===== src/wsc_map.svh =====
// Contract
// RQ1 - Watchdog counts on its own free-running clock; here it counts on aclk and freezes while clk_en is low
// RQ2 - Expiry while running forces full device reset
// RQ3 - Expiry while asleep wakes and resumes execution
// RQ4 - Cleared enable fuse disables watchdog completely
// RQ5 - Unprescaled time-out is nominally eighteen milliseconds
// RQ6 - Option register assigns prescaler, up to 1:128
// RQ7 - Clear or sleep instruction clears counter, prescaler
// RQ8 - Expiry clears the active-low time-out flag
// RQ9 - Sleep entry: clear watchdog, flags, stop oscillator, hold
// RQ10 - Watchdog reset never drives master clear pin
// RQ11 - Wake on master clear, watchdog, enabled interrupt
// RQ12 - Power-down flag set at power-up, cleared by sleep
// RQ13 - Only enabled sources wake, regardless of global enable
// RQ14 - Interrupt wake runs next instruction, then maybe vectors
// RQ15 - Sleep prefetches the next sequential instruction
// RQ16 - Pending enabled interrupt at sleep wakes immediately
// RQ17 - Any wake-up clears the watchdog counter
// RQ18 - Crystal modes wait 1024 oscillator periods after wake
// RQ19 - Prescaler rate field selects ratio two to field
`ifndef WSC_MAP_SVH
`define WSC_MAP_SVH

// Register byte addresses; option register keeps its index
`define WSC_OPTION_IDX 12'h081
`define WSC_OPTION_ADDR 12'h204
`define WSC_STATUS_ADDR 12'h000
`define WSC_IRQ_STAT_ADDR 12'h008
`define WSC_IRQ_MASK_ADDR 12'h00C

// Option register fields and reset value
`define WSC_OPTION_RESET 8'hFF
`define WSC_PSA_BIT 3
`define WSC_PS_MSB 2
`define WSC_PS_LSB 0

// Interrupt status bit positions
`define WSC_IRQ_EXPIRE 0
`define WSC_IRQ_WAKE 1
`define WSC_IRQ_SLEEP 2
`define WSC_IRQ_W 3

// Timing
`define WSC_CLK_PERIOD_NS 10
`define WSC_WDT_PERIOD_US 18000
`define WSC_WDT_CYCLES (`WSC_WDT_PERIOD_US * 1000 / `WSC_CLK_PERIOD_NS)
`define WSC_OST_TOSC 1024

`endif


===== src/wsc_pkg.sv =====
package wsc_pkg;
	// Power state of the device core
	typedef enum logic [1:0] {
		WSC_RUN = 2'b00,
		WSC_SLEEP = 2'b01,
		WSC_OST = 2'b10
	} wsc_state_t;

	// Why the core last left sleep
	typedef enum logic [1:0] {
		WSC_WAKE_NONE = 2'b00,
		WSC_WAKE_WDT = 2'b01,
		WSC_WAKE_IRQ = 2'b10
	} wsc_wake_t;
endpackage : wsc_pkg


===== src/wsc_top.sv =====
// Implementation choice: the AXI4-Lite register port.
`timescale 1ns/1ps
`include "wsc_map.svh"

module wsc_top #(
	parameter int unsigned WDT_CYCLES = `WSC_WDT_CYCLES
) (
	input wire logic aclk,
	input wire logic aresetn,
	input wire logic clk_en,
	input wire logic watchdog_enable_fuse,
	input wire logic crystal_mode,
	input wire logic master_clear_pin_n,
	input wire logic watchdog_clear_instruction,
	input wire logic sleep_instruction,
	input wire logic irq_pending,
	input wire logic global_interrupt_enable,
	output logic device_reset,
	output logic master_clear_pin_oe_n,
	output logic timeout_status_flag,
	output logic powerdown_status_flag,
	output logic osc_drive_en,
	output logic io_hold,
	output logic prefetch_next,
	output logic resume_exec,
	output logic vector_to_isr,
	output logic sleeping,
	output logic irq,
	input wire logic [11:0] s_axi_awaddr,
	input wire logic s_axi_awvalid,
	output logic s_axi_awready,
	input wire logic [31:0] s_axi_wdata,
	input wire logic [3:0] s_axi_wstrb,
	input wire logic s_axi_wvalid,
	output logic s_axi_wready,
	output logic [1:0] s_axi_bresp,
	output logic s_axi_bvalid,
	input wire logic s_axi_bready,
	input wire logic [11:0] s_axi_araddr,
	input wire logic s_axi_arvalid,
	output logic s_axi_arready,
	output logic [31:0] s_axi_rdata,
	output logic [1:0] s_axi_rresp,
	output logic s_axi_rvalid,
	input wire logic s_axi_rready
);

	localparam logic [1:0] RESP_OKAY = 2'h0;
	localparam logic [1:0] RESP_SLVERR = 2'h2;
	localparam logic [31:0] WDT_LAST = 32'(WDT_CYCLES - 1);
	localparam logic [10:0] OST_LAST = 11'(`WSC_OST_TOSC - 1);

	wsc_pkg::wsc_state_t state;
	wsc_pkg::wsc_wake_t wake_cause;
	logic [7:0] option_control;
	logic fuse_on;
	logic xtal_on;
	logic master_clear_pin_s1;
	logic master_clear_pin_s2;
	logic master_clear_pin_s3;
	logic master_clear_pin_low;
	logic master_clear_pin_low_d;
	logic [6:0] prescaler;
	logic [31:0] watchdog_counter;
	logic [10:0] ost_count;
	logic [`WSC_IRQ_W-1:0] irq_status;
	logic [`WSC_IRQ_W-1:0] irq_mask;
	logic aw_held;
	logic w_held;
	logic [11:0] aw_addr;
	logic [31:0] w_data;
	logic [3:0] w_strb;

	logic [6:0] pre_mask;
	logic pre_tick;
	logic wdt_expire;
	logic wdt_clear;
	logic master_clear_pin_event;
	logic sleep_enter;
	logic wake_irq;
	logic wake_any;
	logic ost_done;
	logic wr_fire;
	logic rd_fire;
	logic [`WSC_IRQ_W-1:0] irq_set;
	logic stat_read;
	logic [`WSC_IRQ_W-1:0] next_irq_status;
	logic [31:0] next_rdata;
	logic [1:0] next_rresp;

	// Straps are caught while reset is held, so a fuse change later has no effect
	always_ff @(posedge aclk) begin
		if (!aresetn) begin
			fuse_on <= watchdog_enable_fuse;
			xtal_on <= crystal_mode;
		end
	end

	// The master clear pin is asynchronous: three stages, change taken when two agree
	always_ff @(posedge aclk) begin
		if (!aresetn) begin
			master_clear_pin_s1 <= 1'b1;
			master_clear_pin_s2 <= 1'b1;
			master_clear_pin_s3 <= 1'b1;
			master_clear_pin_low <= 1'b0;
			master_clear_pin_low_d <= 1'b0;
		end else if (clk_en) begin
			master_clear_pin_s1 <= master_clear_pin_n;
			master_clear_pin_s2 <= master_clear_pin_s1;
			master_clear_pin_s3 <= master_clear_pin_s2;
			if (master_clear_pin_s2 == master_clear_pin_s3) begin
				master_clear_pin_low <= !master_clear_pin_s3;
			end
			master_clear_pin_low_d <= master_clear_pin_low;
		end
	end

	assign master_clear_pin_event = master_clear_pin_low && !master_clear_pin_low_d; // RQ11

	// Prescaler tap: ratio is 2**rate when assigned, else every cycle
	always_comb begin
		pre_mask = 7'h00;
		if (option_control[`WSC_PSA_BIT]) begin
			pre_mask = 7'((8'h01 << option_control[`WSC_PS_MSB:`WSC_PS_LSB]) - 8'h01); // RQ19
		end
	end

	assign pre_tick = ((prescaler & pre_mask) == pre_mask); // RQ6
	assign wdt_expire = fuse_on && pre_tick && (watchdog_counter == WDT_LAST); // RQ4 RQ5

	// Sleep entry is only honoured from run; a pending enabled source still lets it finish
	assign sleep_enter = (state == wsc_pkg::WSC_RUN) && sleep_instruction;
	assign wake_irq = (state == wsc_pkg::WSC_SLEEP) && irq_pending; // RQ13
	assign wake_any = (state == wsc_pkg::WSC_SLEEP) && (wdt_expire || irq_pending);
	assign ost_done = (state == wsc_pkg::WSC_OST) && (ost_count == OST_LAST);
	assign wdt_clear = watchdog_clear_instruction || sleep_enter || wake_any; // RQ7 RQ17

	// The counter keeps running on aclk whether or not the core oscillator is driven
	always_ff @(posedge aclk) begin
		if (!aresetn) begin
			prescaler <= 7'h00;
			watchdog_counter <= 32'h0000_0000;
		end else if (clk_en) begin
			if (wdt_clear || wdt_expire || master_clear_pin_event || !fuse_on) begin
				prescaler <= 7'h00; // RQ7
				watchdog_counter <= 32'h0000_0000; // RQ7
			end else begin
				prescaler <= prescaler + 7'h01; // RQ1
				if (pre_tick) begin
					watchdog_counter <= watchdog_counter + 32'h0000_0001; // RQ1
				end
			end
		end
	end

	// Power state machine: run, sleep, oscillator start-up wait
	always_ff @(posedge aclk) begin
		if (!aresetn) begin
			state <= wsc_pkg::WSC_RUN;
			wake_cause <= wsc_pkg::WSC_WAKE_NONE;
			ost_count <= 11'h000;
		end else if (clk_en) begin
			unique case (state)
				wsc_pkg::WSC_RUN: begin
					ost_count <= 11'h000;
					if (sleep_enter) begin
						if (irq_pending) begin
							state <= xtal_on ? wsc_pkg::WSC_OST : wsc_pkg::WSC_RUN; // RQ16
							wake_cause <= wsc_pkg::WSC_WAKE_IRQ; // RQ16
						end else begin
							state <= wsc_pkg::WSC_SLEEP; // RQ9
						end
					end
				end
				wsc_pkg::WSC_SLEEP: begin
					ost_count <= 11'h000;
					if (master_clear_pin_event) begin
						state <= wsc_pkg::WSC_RUN; // RQ11
						wake_cause <= wsc_pkg::WSC_WAKE_NONE;
					end else if (wake_any) begin
						state <= xtal_on ? wsc_pkg::WSC_OST : wsc_pkg::WSC_RUN; // RQ18
						wake_cause <= irq_pending ? wsc_pkg::WSC_WAKE_IRQ : wsc_pkg::WSC_WAKE_WDT;
					end
				end
				wsc_pkg::WSC_OST: begin
					ost_count <= ost_count + 11'h001; // RQ18
					if (master_clear_pin_event) begin
						state <= wsc_pkg::WSC_RUN;
						wake_cause <= wsc_pkg::WSC_WAKE_NONE;
					end else if (ost_done) begin
						state <= wsc_pkg::WSC_RUN; // RQ18
					end
				end
				default: begin
					state <= wsc_pkg::WSC_RUN;
				end
			endcase
		end
	end

	// Core-facing strobes; resume fires once the clock is usable again
	always_ff @(posedge aclk) begin
		if (!aresetn) begin
			device_reset <= 1'b0;
			prefetch_next <= 1'b0;
			resume_exec <= 1'b0;
			vector_to_isr <= 1'b0;
		end else if (clk_en) begin
			device_reset <= master_clear_pin_event || ((state == wsc_pkg::WSC_RUN) && wdt_expire); // RQ2 RQ11
			prefetch_next <= sleep_enter; // RQ15
			if ((sleep_enter && irq_pending && !xtal_on) || ost_done) begin
				resume_exec <= !(ost_done && master_clear_pin_event); // RQ3 RQ14
				vector_to_isr <= global_interrupt_enable && (ost_done ?
					(wake_cause == wsc_pkg::WSC_WAKE_IRQ) : 1'b1); // RQ14
			end else if (wake_any && !xtal_on && !master_clear_pin_event) begin
				resume_exec <= 1'b1; // RQ3
				vector_to_isr <= global_interrupt_enable && wake_irq; // RQ14
			end else begin
				resume_exec <= 1'b0;
				vector_to_isr <= 1'b0;
			end
		end
	end

	// Power-state outputs: oscillator off and pins frozen only while asleep
	always_ff @(posedge aclk) begin
		if (!aresetn) begin
			osc_drive_en <= 1'b1;
			io_hold <= 1'b0;
			sleeping <= 1'b0;
			master_clear_pin_oe_n <= 1'b1;
		end else if (clk_en) begin
			master_clear_pin_oe_n <= 1'b1; // RQ10
			if (sleep_enter && !irq_pending) begin
				osc_drive_en <= 1'b0; // RQ9
				io_hold <= 1'b1; // RQ9
				sleeping <= 1'b1;
			end else if (wake_any || master_clear_pin_event) begin
				osc_drive_en <= 1'b1;
				io_hold <= 1'b0;
				sleeping <= 1'b0;
			end
		end
	end

	// Status flags, both active low; only power-up sets them from reset
	always_ff @(posedge aclk) begin
		if (!aresetn) begin
			timeout_status_flag <= 1'b1;
			powerdown_status_flag <= 1'b1; // RQ12
		end else if (clk_en) begin
			if (wdt_expire) begin
				timeout_status_flag <= 1'b0; // RQ8
			end else if (watchdog_clear_instruction || sleep_enter) begin
				timeout_status_flag <= 1'b1; // RQ9
			end
			if (sleep_enter) begin
				powerdown_status_flag <= 1'b0; // RQ12
			end else if (watchdog_clear_instruction) begin
				powerdown_status_flag <= 1'b1;
			end
		end
	end

	// AXI write: address and data may come in either order, response after both
	assign wr_fire = aw_held && w_held && !s_axi_bvalid;

	always_ff @(posedge aclk) begin
		if (!aresetn) begin
			aw_held <= 1'b0;
			w_held <= 1'b0;
			aw_addr <= 12'h000;
			w_data <= 32'h0000_0000;
			w_strb <= 4'h0;
			s_axi_awready <= 1'b0;
			s_axi_wready <= 1'b0;
			s_axi_bvalid <= 1'b0;
			s_axi_bresp <= RESP_OKAY;
		end else if (clk_en) begin
			s_axi_awready <= !aw_held && !(s_axi_awvalid && s_axi_awready);
			s_axi_wready <= !w_held && !(s_axi_wvalid && s_axi_wready);
			if (s_axi_awvalid && s_axi_awready) begin
				aw_held <= 1'b1;
				aw_addr <= s_axi_awaddr;
			end
			if (s_axi_wvalid && s_axi_wready) begin
				w_held <= 1'b1;
				w_data <= s_axi_wdata;
				w_strb <= s_axi_wstrb;
			end
			if (wr_fire) begin
				aw_held <= 1'b0;
				w_held <= 1'b0;
				s_axi_bvalid <= 1'b1;
				s_axi_bresp <= ((aw_addr == `WSC_OPTION_ADDR) || (aw_addr == `WSC_IRQ_MASK_ADDR)
					|| (aw_addr == `WSC_STATUS_ADDR) || (aw_addr == `WSC_IRQ_STAT_ADDR))
					? RESP_OKAY : RESP_SLVERR;
			end else if (s_axi_bvalid && s_axi_bready) begin
				s_axi_bvalid <= 1'b0;
			end
		end
	end

	// Writable registers; only byte lane 0 carries data
	always_ff @(posedge aclk) begin
		if (!aresetn) begin
			option_control <= `WSC_OPTION_RESET;
			irq_mask <= '0;
		end else if (clk_en && wr_fire && w_strb[0]) begin
			if (aw_addr == `WSC_OPTION_ADDR) begin
				option_control <= w_data[7:0]; // RQ6
			end
			if (aw_addr == `WSC_IRQ_MASK_ADDR) begin
				irq_mask <= w_data[`WSC_IRQ_W-1:0];
			end
		end
	end

	// AXI read: one at a time, data registered one cycle after the address
	assign rd_fire = s_axi_arvalid && s_axi_arready;

	always_comb begin
		next_rdata = 32'h0000_0000;
		next_rresp = RESP_OKAY;
		unique case (s_axi_araddr)
			`WSC_STATUS_ADDR: begin
				next_rdata[7:0] = {xtal_on, fuse_on, wake_cause, state,
					timeout_status_flag, powerdown_status_flag};
			end
			`WSC_OPTION_ADDR: begin
				next_rdata[7:0] = option_control;
			end
			`WSC_IRQ_STAT_ADDR: begin
				next_rdata[`WSC_IRQ_W-1:0] = irq_status;
			end
			`WSC_IRQ_MASK_ADDR: begin
				next_rdata[`WSC_IRQ_W-1:0] = irq_mask;
			end
			default: begin
				next_rresp = RESP_SLVERR;
			end
		endcase
	end

	always_ff @(posedge aclk) begin
		if (!aresetn) begin
			s_axi_arready <= 1'b0;
			s_axi_rvalid <= 1'b0;
			s_axi_rdata <= 32'h0000_0000;
			s_axi_rresp <= RESP_OKAY;
		end else if (clk_en) begin
			s_axi_arready <= !s_axi_rvalid && !rd_fire;
			if (rd_fire) begin
				s_axi_rvalid <= 1'b1;
				s_axi_rdata <= next_rdata;
				s_axi_rresp <= next_rresp;
			end else if (s_axi_rvalid && s_axi_rready) begin
				s_axi_rvalid <= 1'b0;
			end
		end
	end

	// Sticky event bits cleared by reading them; a new event in that cycle survives
	assign stat_read = rd_fire && (s_axi_araddr == `WSC_IRQ_STAT_ADDR);

	always_comb begin
		irq_set = '0;
		irq_set[`WSC_IRQ_EXPIRE] = wdt_expire;
		irq_set[`WSC_IRQ_WAKE] = wake_any;
		irq_set[`WSC_IRQ_SLEEP] = sleep_enter;
		next_irq_status = (stat_read ? '0 : irq_status) | irq_set;
	end

	always_ff @(posedge aclk) begin
		if (!aresetn) begin
			irq_status <= '0;
			irq <= 1'b0;
		end else if (clk_en) begin
			irq_status <= next_irq_status;
			irq <= |(next_irq_status & irq_mask);
		end
	end

endmodule : wsc_top

===== config.mk =====
export PLATFORM = sky130hd
export DESIGN_NAME = wsc_top
export DESIGN_NICKNAME = d
export VERILOG_FILES = /design/src/wsc_pkg.sv /design/src/wsc_top.sv
export VERILOG_INCLUDE_DIRS = /design/src
export SDC_FILE = /design/constraint.sdc
export NUM_CORES = 1
export LEC_CHECK = 0
export BUFFER_PORTS_ARGS = -buffer_cell sky130_fd_sc_hd__buf_4
export CORE_UTILIZATION = 55
export DETAILED_ROUTE_END_ITERATION = 12
export PLACE_DENSITY = 0.8
export SYNTH_ARGS = -nofsm -noshare
export SYNTH_HDL_FRONTEND = slang
export SYNTH_SLANG_ARGS = --single-unit
export TNS_END_PERCENT = 10

===== constraint.sdc =====
create_clock -name aclk -period 6.8 [get_ports aclk]
set_clock_uncertainty 0.2 [all_clocks]
set_input_delay 0.68 -clock aclk [delete_from_list [all_inputs] [get_ports aclk]]
set_output_delay 0.68 -clock aclk [all_outputs]
set_load 0.01 [all_outputs]

# Word-level counts from Yosys, hierarchy flattened
# Index checks and enable logic that the tools add are counted.
dict set report totals {
  ff_bits 124
  latchBits 0
  mem_bits_rw 0
  romBits 0
  in_bits 75
  output_inout_bits 52
  memories 0
}
dict set report classes {
  addsub 4
  mul 0
  n_div 0
  magnitude_cmp 0
  n_eq_ne 18
  n_shift 1
  muxes 46
  n_bitwise 3
  n_reduce_logical 89
}
# cell count
set op_table {}
lappend op_table {{32-bit 2-to-1 mux} 2}
lappend op_table {{12-bit by 4-bit equality test with 1-bit output, second input constant} 4}
lappend op_table {{32-bit by 1-bit adder with 32-bit output, second input constant} 1}
lappend op_table {{32-bit by 21-bit equality test with 1-bit output, second input constant} 1}
lappend op_table {{2-bit AND reduction} 16}
lappend op_table {{2-bit 2-to-1 mux} 15}
lappend op_table {{1-bit logical AND} 29}
lappend op_table {{12-bit by 10-bit equality test with 1-bit output, second input constant} 2}
lappend op_table {{12-bit logical NOT} 2}
lappend op_table {{11-bit case mux with 2 select lines} 1}
lappend op_table {{1-bit 2-to-1 mux} 21}
lappend op_table {{2-bit nonzero test} 9}
lappend op_table {{1-bit logical NOT} 14}
lappend op_table {{7-bit 2-to-1 mux} 2}
lappend op_table {{1-bit logical OR} 12}
lappend op_table {{2-bit case mux with 3 select lines} 2}
lappend op_table {{3-bit case mux with 4 select lines} 1}
lappend op_table {{11-bit by 1-bit adder with 11-bit output, second input constant} 1}
lappend op_table {{11-bit by 10-bit equality test with 1-bit output, second input constant} 1}
lappend op_table {{5-bit case mux with 2 select lines} 1}
lappend op_table {{7-bit by 1-bit adder with 7-bit output, second input constant} 1}
lappend op_table {{7-bit bitwise AND} 1}
lappend op_table {{7-bit equality test} 1}
lappend op_table {{1-bit by 3-bit left shift with 7-bit output, first input constant} 1}
lappend op_table {{other kinds (16)} 20}

# Logic depth before layout (Yosys ltp)
dict set report logic_depth {
  depth_word 15
  depth_mapped 12
}

# Worst setup path before layout
# Ideal clock, no wire load.
dict set report synth_path {
  path_kind {register to register}
  startpoint {reg option_control[0]}
  endpoint {reg watchdog_counter[20]}
  setup_time_ns 0.127
  arrival_ns 2.421
  setup_slack_ns 4.052
  path_stages_with_launch 12
  path_buffers 2
  cell_sequence {dfxtp_1 -> buf_2 -> or3_1 -> ha_1 -> xor2_1 -> o2bb2a_1 -> o2111ai_1 -> o31a_1 -> buf_4 -> nor4_2 -> xnor2_1 -> nor2_1}
}
dict set report synth_via {
  elab_chain_len 15
  elab_cells_between_ends 16
  classes_between {1 x add/sub; 1 x eq/ne; 1 x shift; 2 x mux; 1 x bitwise; 10 x reduce/logical}
}
# item line
set synth_rtl {}
lappend synth_rtl {{start, declared} wsc_top.sv:55} ;# logic [7:0] option_control;
lappend synth_rtl {{start signal, assigned} wsc_top.sv:307} ;# option_control <= `WSC_OPTION_RESET;
lappend synth_rtl {{start signal, assigned} wsc_top.sv:311} ;# option_control <= w_data[7:0];
lappend synth_rtl {{1-bit by 3-bit left shift with 7-bit output *} wsc_top.sv:124} ;# pre_mask = 7'((8'h01 << option_control[`WSC_PS_MSB:`WSC_PS_LSB]) - 8'h01);
lappend synth_rtl {{7-bit by 1-bit subtractor with 7-bit output *} wsc_top.sv:124}
lappend synth_rtl {{7-bit 2-to-1 mux *} wsc_top.sv:123} ;# if (option_control[`WSC_PSA_BIT]) begin
lappend synth_rtl {{7-bit bitwise AND} wsc_top.sv:128} ;# assign pre_tick = ((prescaler & pre_mask) == pre_mask);
lappend synth_rtl {{7-bit equality test *} wsc_top.sv:128}
lappend synth_rtl {{1-bit logical AND (2 in a row)} wsc_top.sv:129} ;# assign wdt_expire = fuse_on && pre_tick && (watchdog_counter == WDT_LAST);
lappend synth_rtl {{1-bit logical OR} wsc_top.sv:134} ;# assign wake_any = (state == wsc_pkg::WSC_SLEEP) && (wdt_expire || irq_pending);
lappend synth_rtl {{1-bit logical AND} wsc_top.sv:134}
lappend synth_rtl {{1-bit logical OR} wsc_top.sv:136} ;# assign wdt_clear = watchdog_clear_instruction || sleep_enter || wake_any;
lappend synth_rtl {{1-bit logical OR (3 in a row)} wsc_top.sv:144} ;# if (wdt_clear || wdt_expire || master_clear_pin_event || !fuse_on) begin
lappend synth_rtl {{2-bit nonzero test (no line)} n/a}
lappend synth_rtl {{2-bit AND reduction (no line)} n/a}
lappend synth_rtl {{end signal, assigned} wsc_top.sv:150} ;# watchdog_counter <= watchdog_counter + 32'h0000_0001;
lappend synth_rtl {{end, declared} wsc_top.sv:64} ;# logic [31:0] watchdog_counter;
# Every way passes the cells marked *; elsewhere a longest branch is shown, timed or not.
# A chain may end at the register's enable or synchronous reset.

# Worst setup path after layout
dict set report layout_path {
  startpoint {reg option_control[0]}
  endpoint {reg watchdog_counter[13]}
}
# Same word-level chain as after synthesis.

==> summary.md <==
| Metric | Value |
|---|---|
| Area of the multi-input gates | 3180 um^2 |
| Max H-tree Level | 4 |
| Top Ports | 127 |
| Post-CTS setup buffer count | 0 |
| Max rail drop VDD | 0.190 mV |
| Post-Route WL | 14000 um |
| Mapped Avg Cell Area | 8.23 um^2 |
| Maximum Capacitance Violations | 0 |
| CTS Root Cell | clkbuf_8 |
| Synthesis-to-finish area growth | 17.2% |
| Endpoints failing setup | 0 |
| Fillers | 815 |
| Final ANT Viol Nets | 0 |
| Total number of vias | 5300 |
| DRT Pass-1 Iters | 5 |
| Slew HR | 0.188 |
| Place WS | 3.66 ns |
| Slew @ Worst Pin | 1.21 ns |
| Post-Syn Area | 5950 um^2 |
| Fmax achieved | 314 MHz |
| Yosys reg bits | 122 |
| Reg2Reg Depth | 10 |
| Die footprint | 11200 um^2 |
| Clock Latency Late Sink | 0.53 ns |
| Final Net Count | 856 |
| Min-Delay Path Class | in2reg |
| Largest net degree at the start of global routing | 43 |
| N_diodes | 0 |
| Register area | 2460 um^2 |
| Library cells used by synthesis | 59 |
| EDFF count, synth | 2 |
| Final Instance Count excl. Fillers | 925 |
| Top_reg_cell synth | dfxtp_1 |
| PwrDens | 244 nW/um^2 |
| Final core occ | 0.669 |
| Post-DR vias/cell | 5.73 |
| Initial core utilization | 0.571 |
| CTS Sinks | 122 |
| Static Leak | 2.51 nW |
| Crit path launch type | flip-flop |
| Cell Area, Placed | 6410 um^2 |
| PortBufs | 72 |
| Tcrit/Tclk final | 0.469 |
| Antenna violations before repair | 0 |
| Syn Inst Count | 723 |
| Wire per inst | 15.1 um |
| CP max FO | 33 |
| Worst Path Arrival | 3.39 ns |
| Rows | 37 |
| TritonCTS clock tree | yes |
| Gpl congestion | 0.835 |
| Final setup TNS | 0 ns |
| Slew Viols, Final | 0 |
| Initial DRC count | 384 |
| FF-to-FF End | watchdog_counter[13]$_SDFFE_PN0P_ |
| Ys Warns | 0 |
| CTS buffer count | 17 |
| Number of global-route vias before repair | 5052 |
| CP endpoint | watchdog_counter[13]$_SDFFE_PN0P_ |
| Crit path from | option_control[0]$_SDFFE_PN1P_ |
| Unrepaired setup endpoints after global routing | false |
| DRC violations left | 0 |
| Setup crit end kind | flip-flop |
| Total congestion overflow | 0 |
| Post-cts sizing count | 0 |
| CP required | 7.00 ns |
| Commonest cells after routing, fill and taps aside | 120 x dfxtp_1, 105 x nand2_1, 103 x nor2_1 |
| Core area | 10400 um^2 |
| Setup Crit Path Kind | reg2reg |
| Design Area, Final | 6970 um^2 |
| Max clock buf depth | 2 |
| CTS Hold Bufs | 0 |
| Most common cell after layout, fill and taps aside | dfxtp_1 |
| Clock slew at reported path FFs | 0.06 ns |
| Final hold violation count | 0 |
| Outcome | finished, final reports clean |
| Hpwl dp | 9360 um |
| Die extent in x | 106 um |
| Sequential area share after synthesis | 0.414 |
| Die Y | 106 um |
| Total GRT Usage | 0.262 |
| R2R Setup Slk | 3.61 ns |
| Tmin final | 3.19 ns |
| R2r startpoint | option_control[0]$_SDFFE_PN1P_ |
| Placed insts | 894 |
| First-pass GRT wire length | 23500 um |
| Synth async-reset ratio | 0 |
| Layout cell share with drive strength beyond 1 | 0.160 |
| Final WS setup | 3.61 ns |
## metal layers
layer | share of wire | vias to the layer above | global-route usage
li1 | - | 2559 | -
met1 | 0.43 | 2509 | 0.326
met2 | 0.49 | 201 | 0.434
met3 | 0.057 | 31 | 0.0589
met4 | 0.022 | 0 | 0.115
met5 | 0 | - | 0
## cell usage after synthesis, drive strengths merged, types with 2 or more instances
| master | number | area share |
|---|---|---|
| dfxtp | 120 | 0.40 |
| nand2 | 105 | 0.066 |
| nor2 | 103 | 0.065 |
| a21oi | 52 | 0.044 |
| buf | 42 | 0.048 |
| xnor2 | 37 | 0.054 |
| nand3 | 26 | 0.022 |
| clkbuf | 24 | 0.015 |
| nor4 | 24 | 0.040 |
| nor3 | 18 | 0.015 |
| mux2i | 17 | 0.029 |
| o21ai | 15 | 0.013 |
| nand4 | 14 | 0.015 |
| nor2b | 11 | 0.012 |
| xor2 | 11 | 0.016 |
| a22oi | 9 | 0.011 |
| nor4b | 9 | 0.015 |
| and3 | 8 | 0.0084 |
| inv | 7 | 0.0044 |
| nand2b | 7 | 0.0074 |
| nor3b | 6 | 0.0084 |
| a221oi | 5 | 0.0074 |
| and2 | 5 | 0.0053 |
| nand3b | 5 | 0.0063 |
| a31oi | 4 | 0.0042 |
| ha | 4 | 0.0084 |
| or3 | 4 | 0.0042 |
| a22o | 3 | 0.0044 |
| and4 | 3 | 0.0044 |
| a211oi | 2 | 0.0025 |
| and4b | 2 | 0.0034 |
| conb | 2 | 0.0013 |
| edfxtp | 2 | 0.010 |
## worst min path at each step
| stage | from | end | cells past startpoint |
|---|---|---|---|
| 2_1_floorplan | aw_addr[5]$_SDFFE_PN0P_ | aw_addr[5]$_SDFFE_PN0P_ | 2 |
| 3_3_place_gp | osc_drive_en$_SDFFE_PN1P_ | osc_drive_en$_SDFFE_PN1P_ | 2 |
| 3_5_place_dp | aw_addr[4]$_SDFFE_PN0P_ | aw_addr[4]$_SDFFE_PN0P_ | 2 |
| 4_1_cts | crystal_mode | xtal_on$_DFFE_PN_ | 1 |
| 5_1_grt | crystal_mode | xtal_on$_DFFE_PN_ | 1 |
| 6_report | crystal_mode | xtal_on$_DFFE_PN_ | 1 |
## power by group
| part | internal (W) | switching (W) |
|---|---|---|
| combinational | 0.0000443 | 0.0000653 |
| sequential | 0.000730 | 0.0000126 |
| clock | 0.000527 | 0.000322 |
| total | 0.00130 | 0.000400 |
## worst max-delay path, cell delays in order, from the launching register on
cell	delay, ns
dfxtp_1	0.40
or3_1	0.41
ha_1	0.29
nor2b_1	0.16
mux2i_1	0.14
o2111ai_1	0.18
o31a_1	0.31
buf_4	0.26
nor4b_1	0.44
xnor2_1	0.18
nor2_1	0.06
## area by class of cell
class                           instances  share of cell area
Multi-Input combinational cell        553               0.456
Sequential cell                       122               0.353
Timing Repair Buffer                   76              0.0819
Clock buffer                           20              0.0625
Tap cell                              136              0.0244
Clock inverter                         11              0.0178
Inverter                                7             0.00377
## stage by stage
stage	total power [W]	hold WS [ns]
6_report	0.00170	0.126
5_1_grt	0.00176	0.112
4_1_cts	0.00171	0.104
3_5_place_dp	0.000865	0.243
3_3_place_gp	0.000861	0.237
2_1_floorplan	0.000832	0.231
## flip-flops by register name, summed over array words and instances (netlist names), 2 cells and up
register,cells
watchdog_counter,32
aw_addr,12
ost_count,11
option_control,8
s_axi_rdata,8
w_data,8
prescaler,7
irq_mask,3
irq_status,3
state,2
wake_cause,2
## logic make-up (layout without fill, tap and decap cells)
family / Yosys count / after routing / synth area share
xor gates and xnor gates: 48 / 48 / 0.0707
muxes: 17 / 17 / 0.0286
other: 2 / 27 / 0.00126
DFF: 122 / 122 / 0.414
buffers and inverters: 73 / 114 / 0.0677
AOI/OAI and AO/OA: 102 / 102 / 0.105
adders and majority gates: 4 / 4 / 0.00842
and+or+nand+nor: 355 / 355 / 0.305
(Power assumes the default switching activity.)
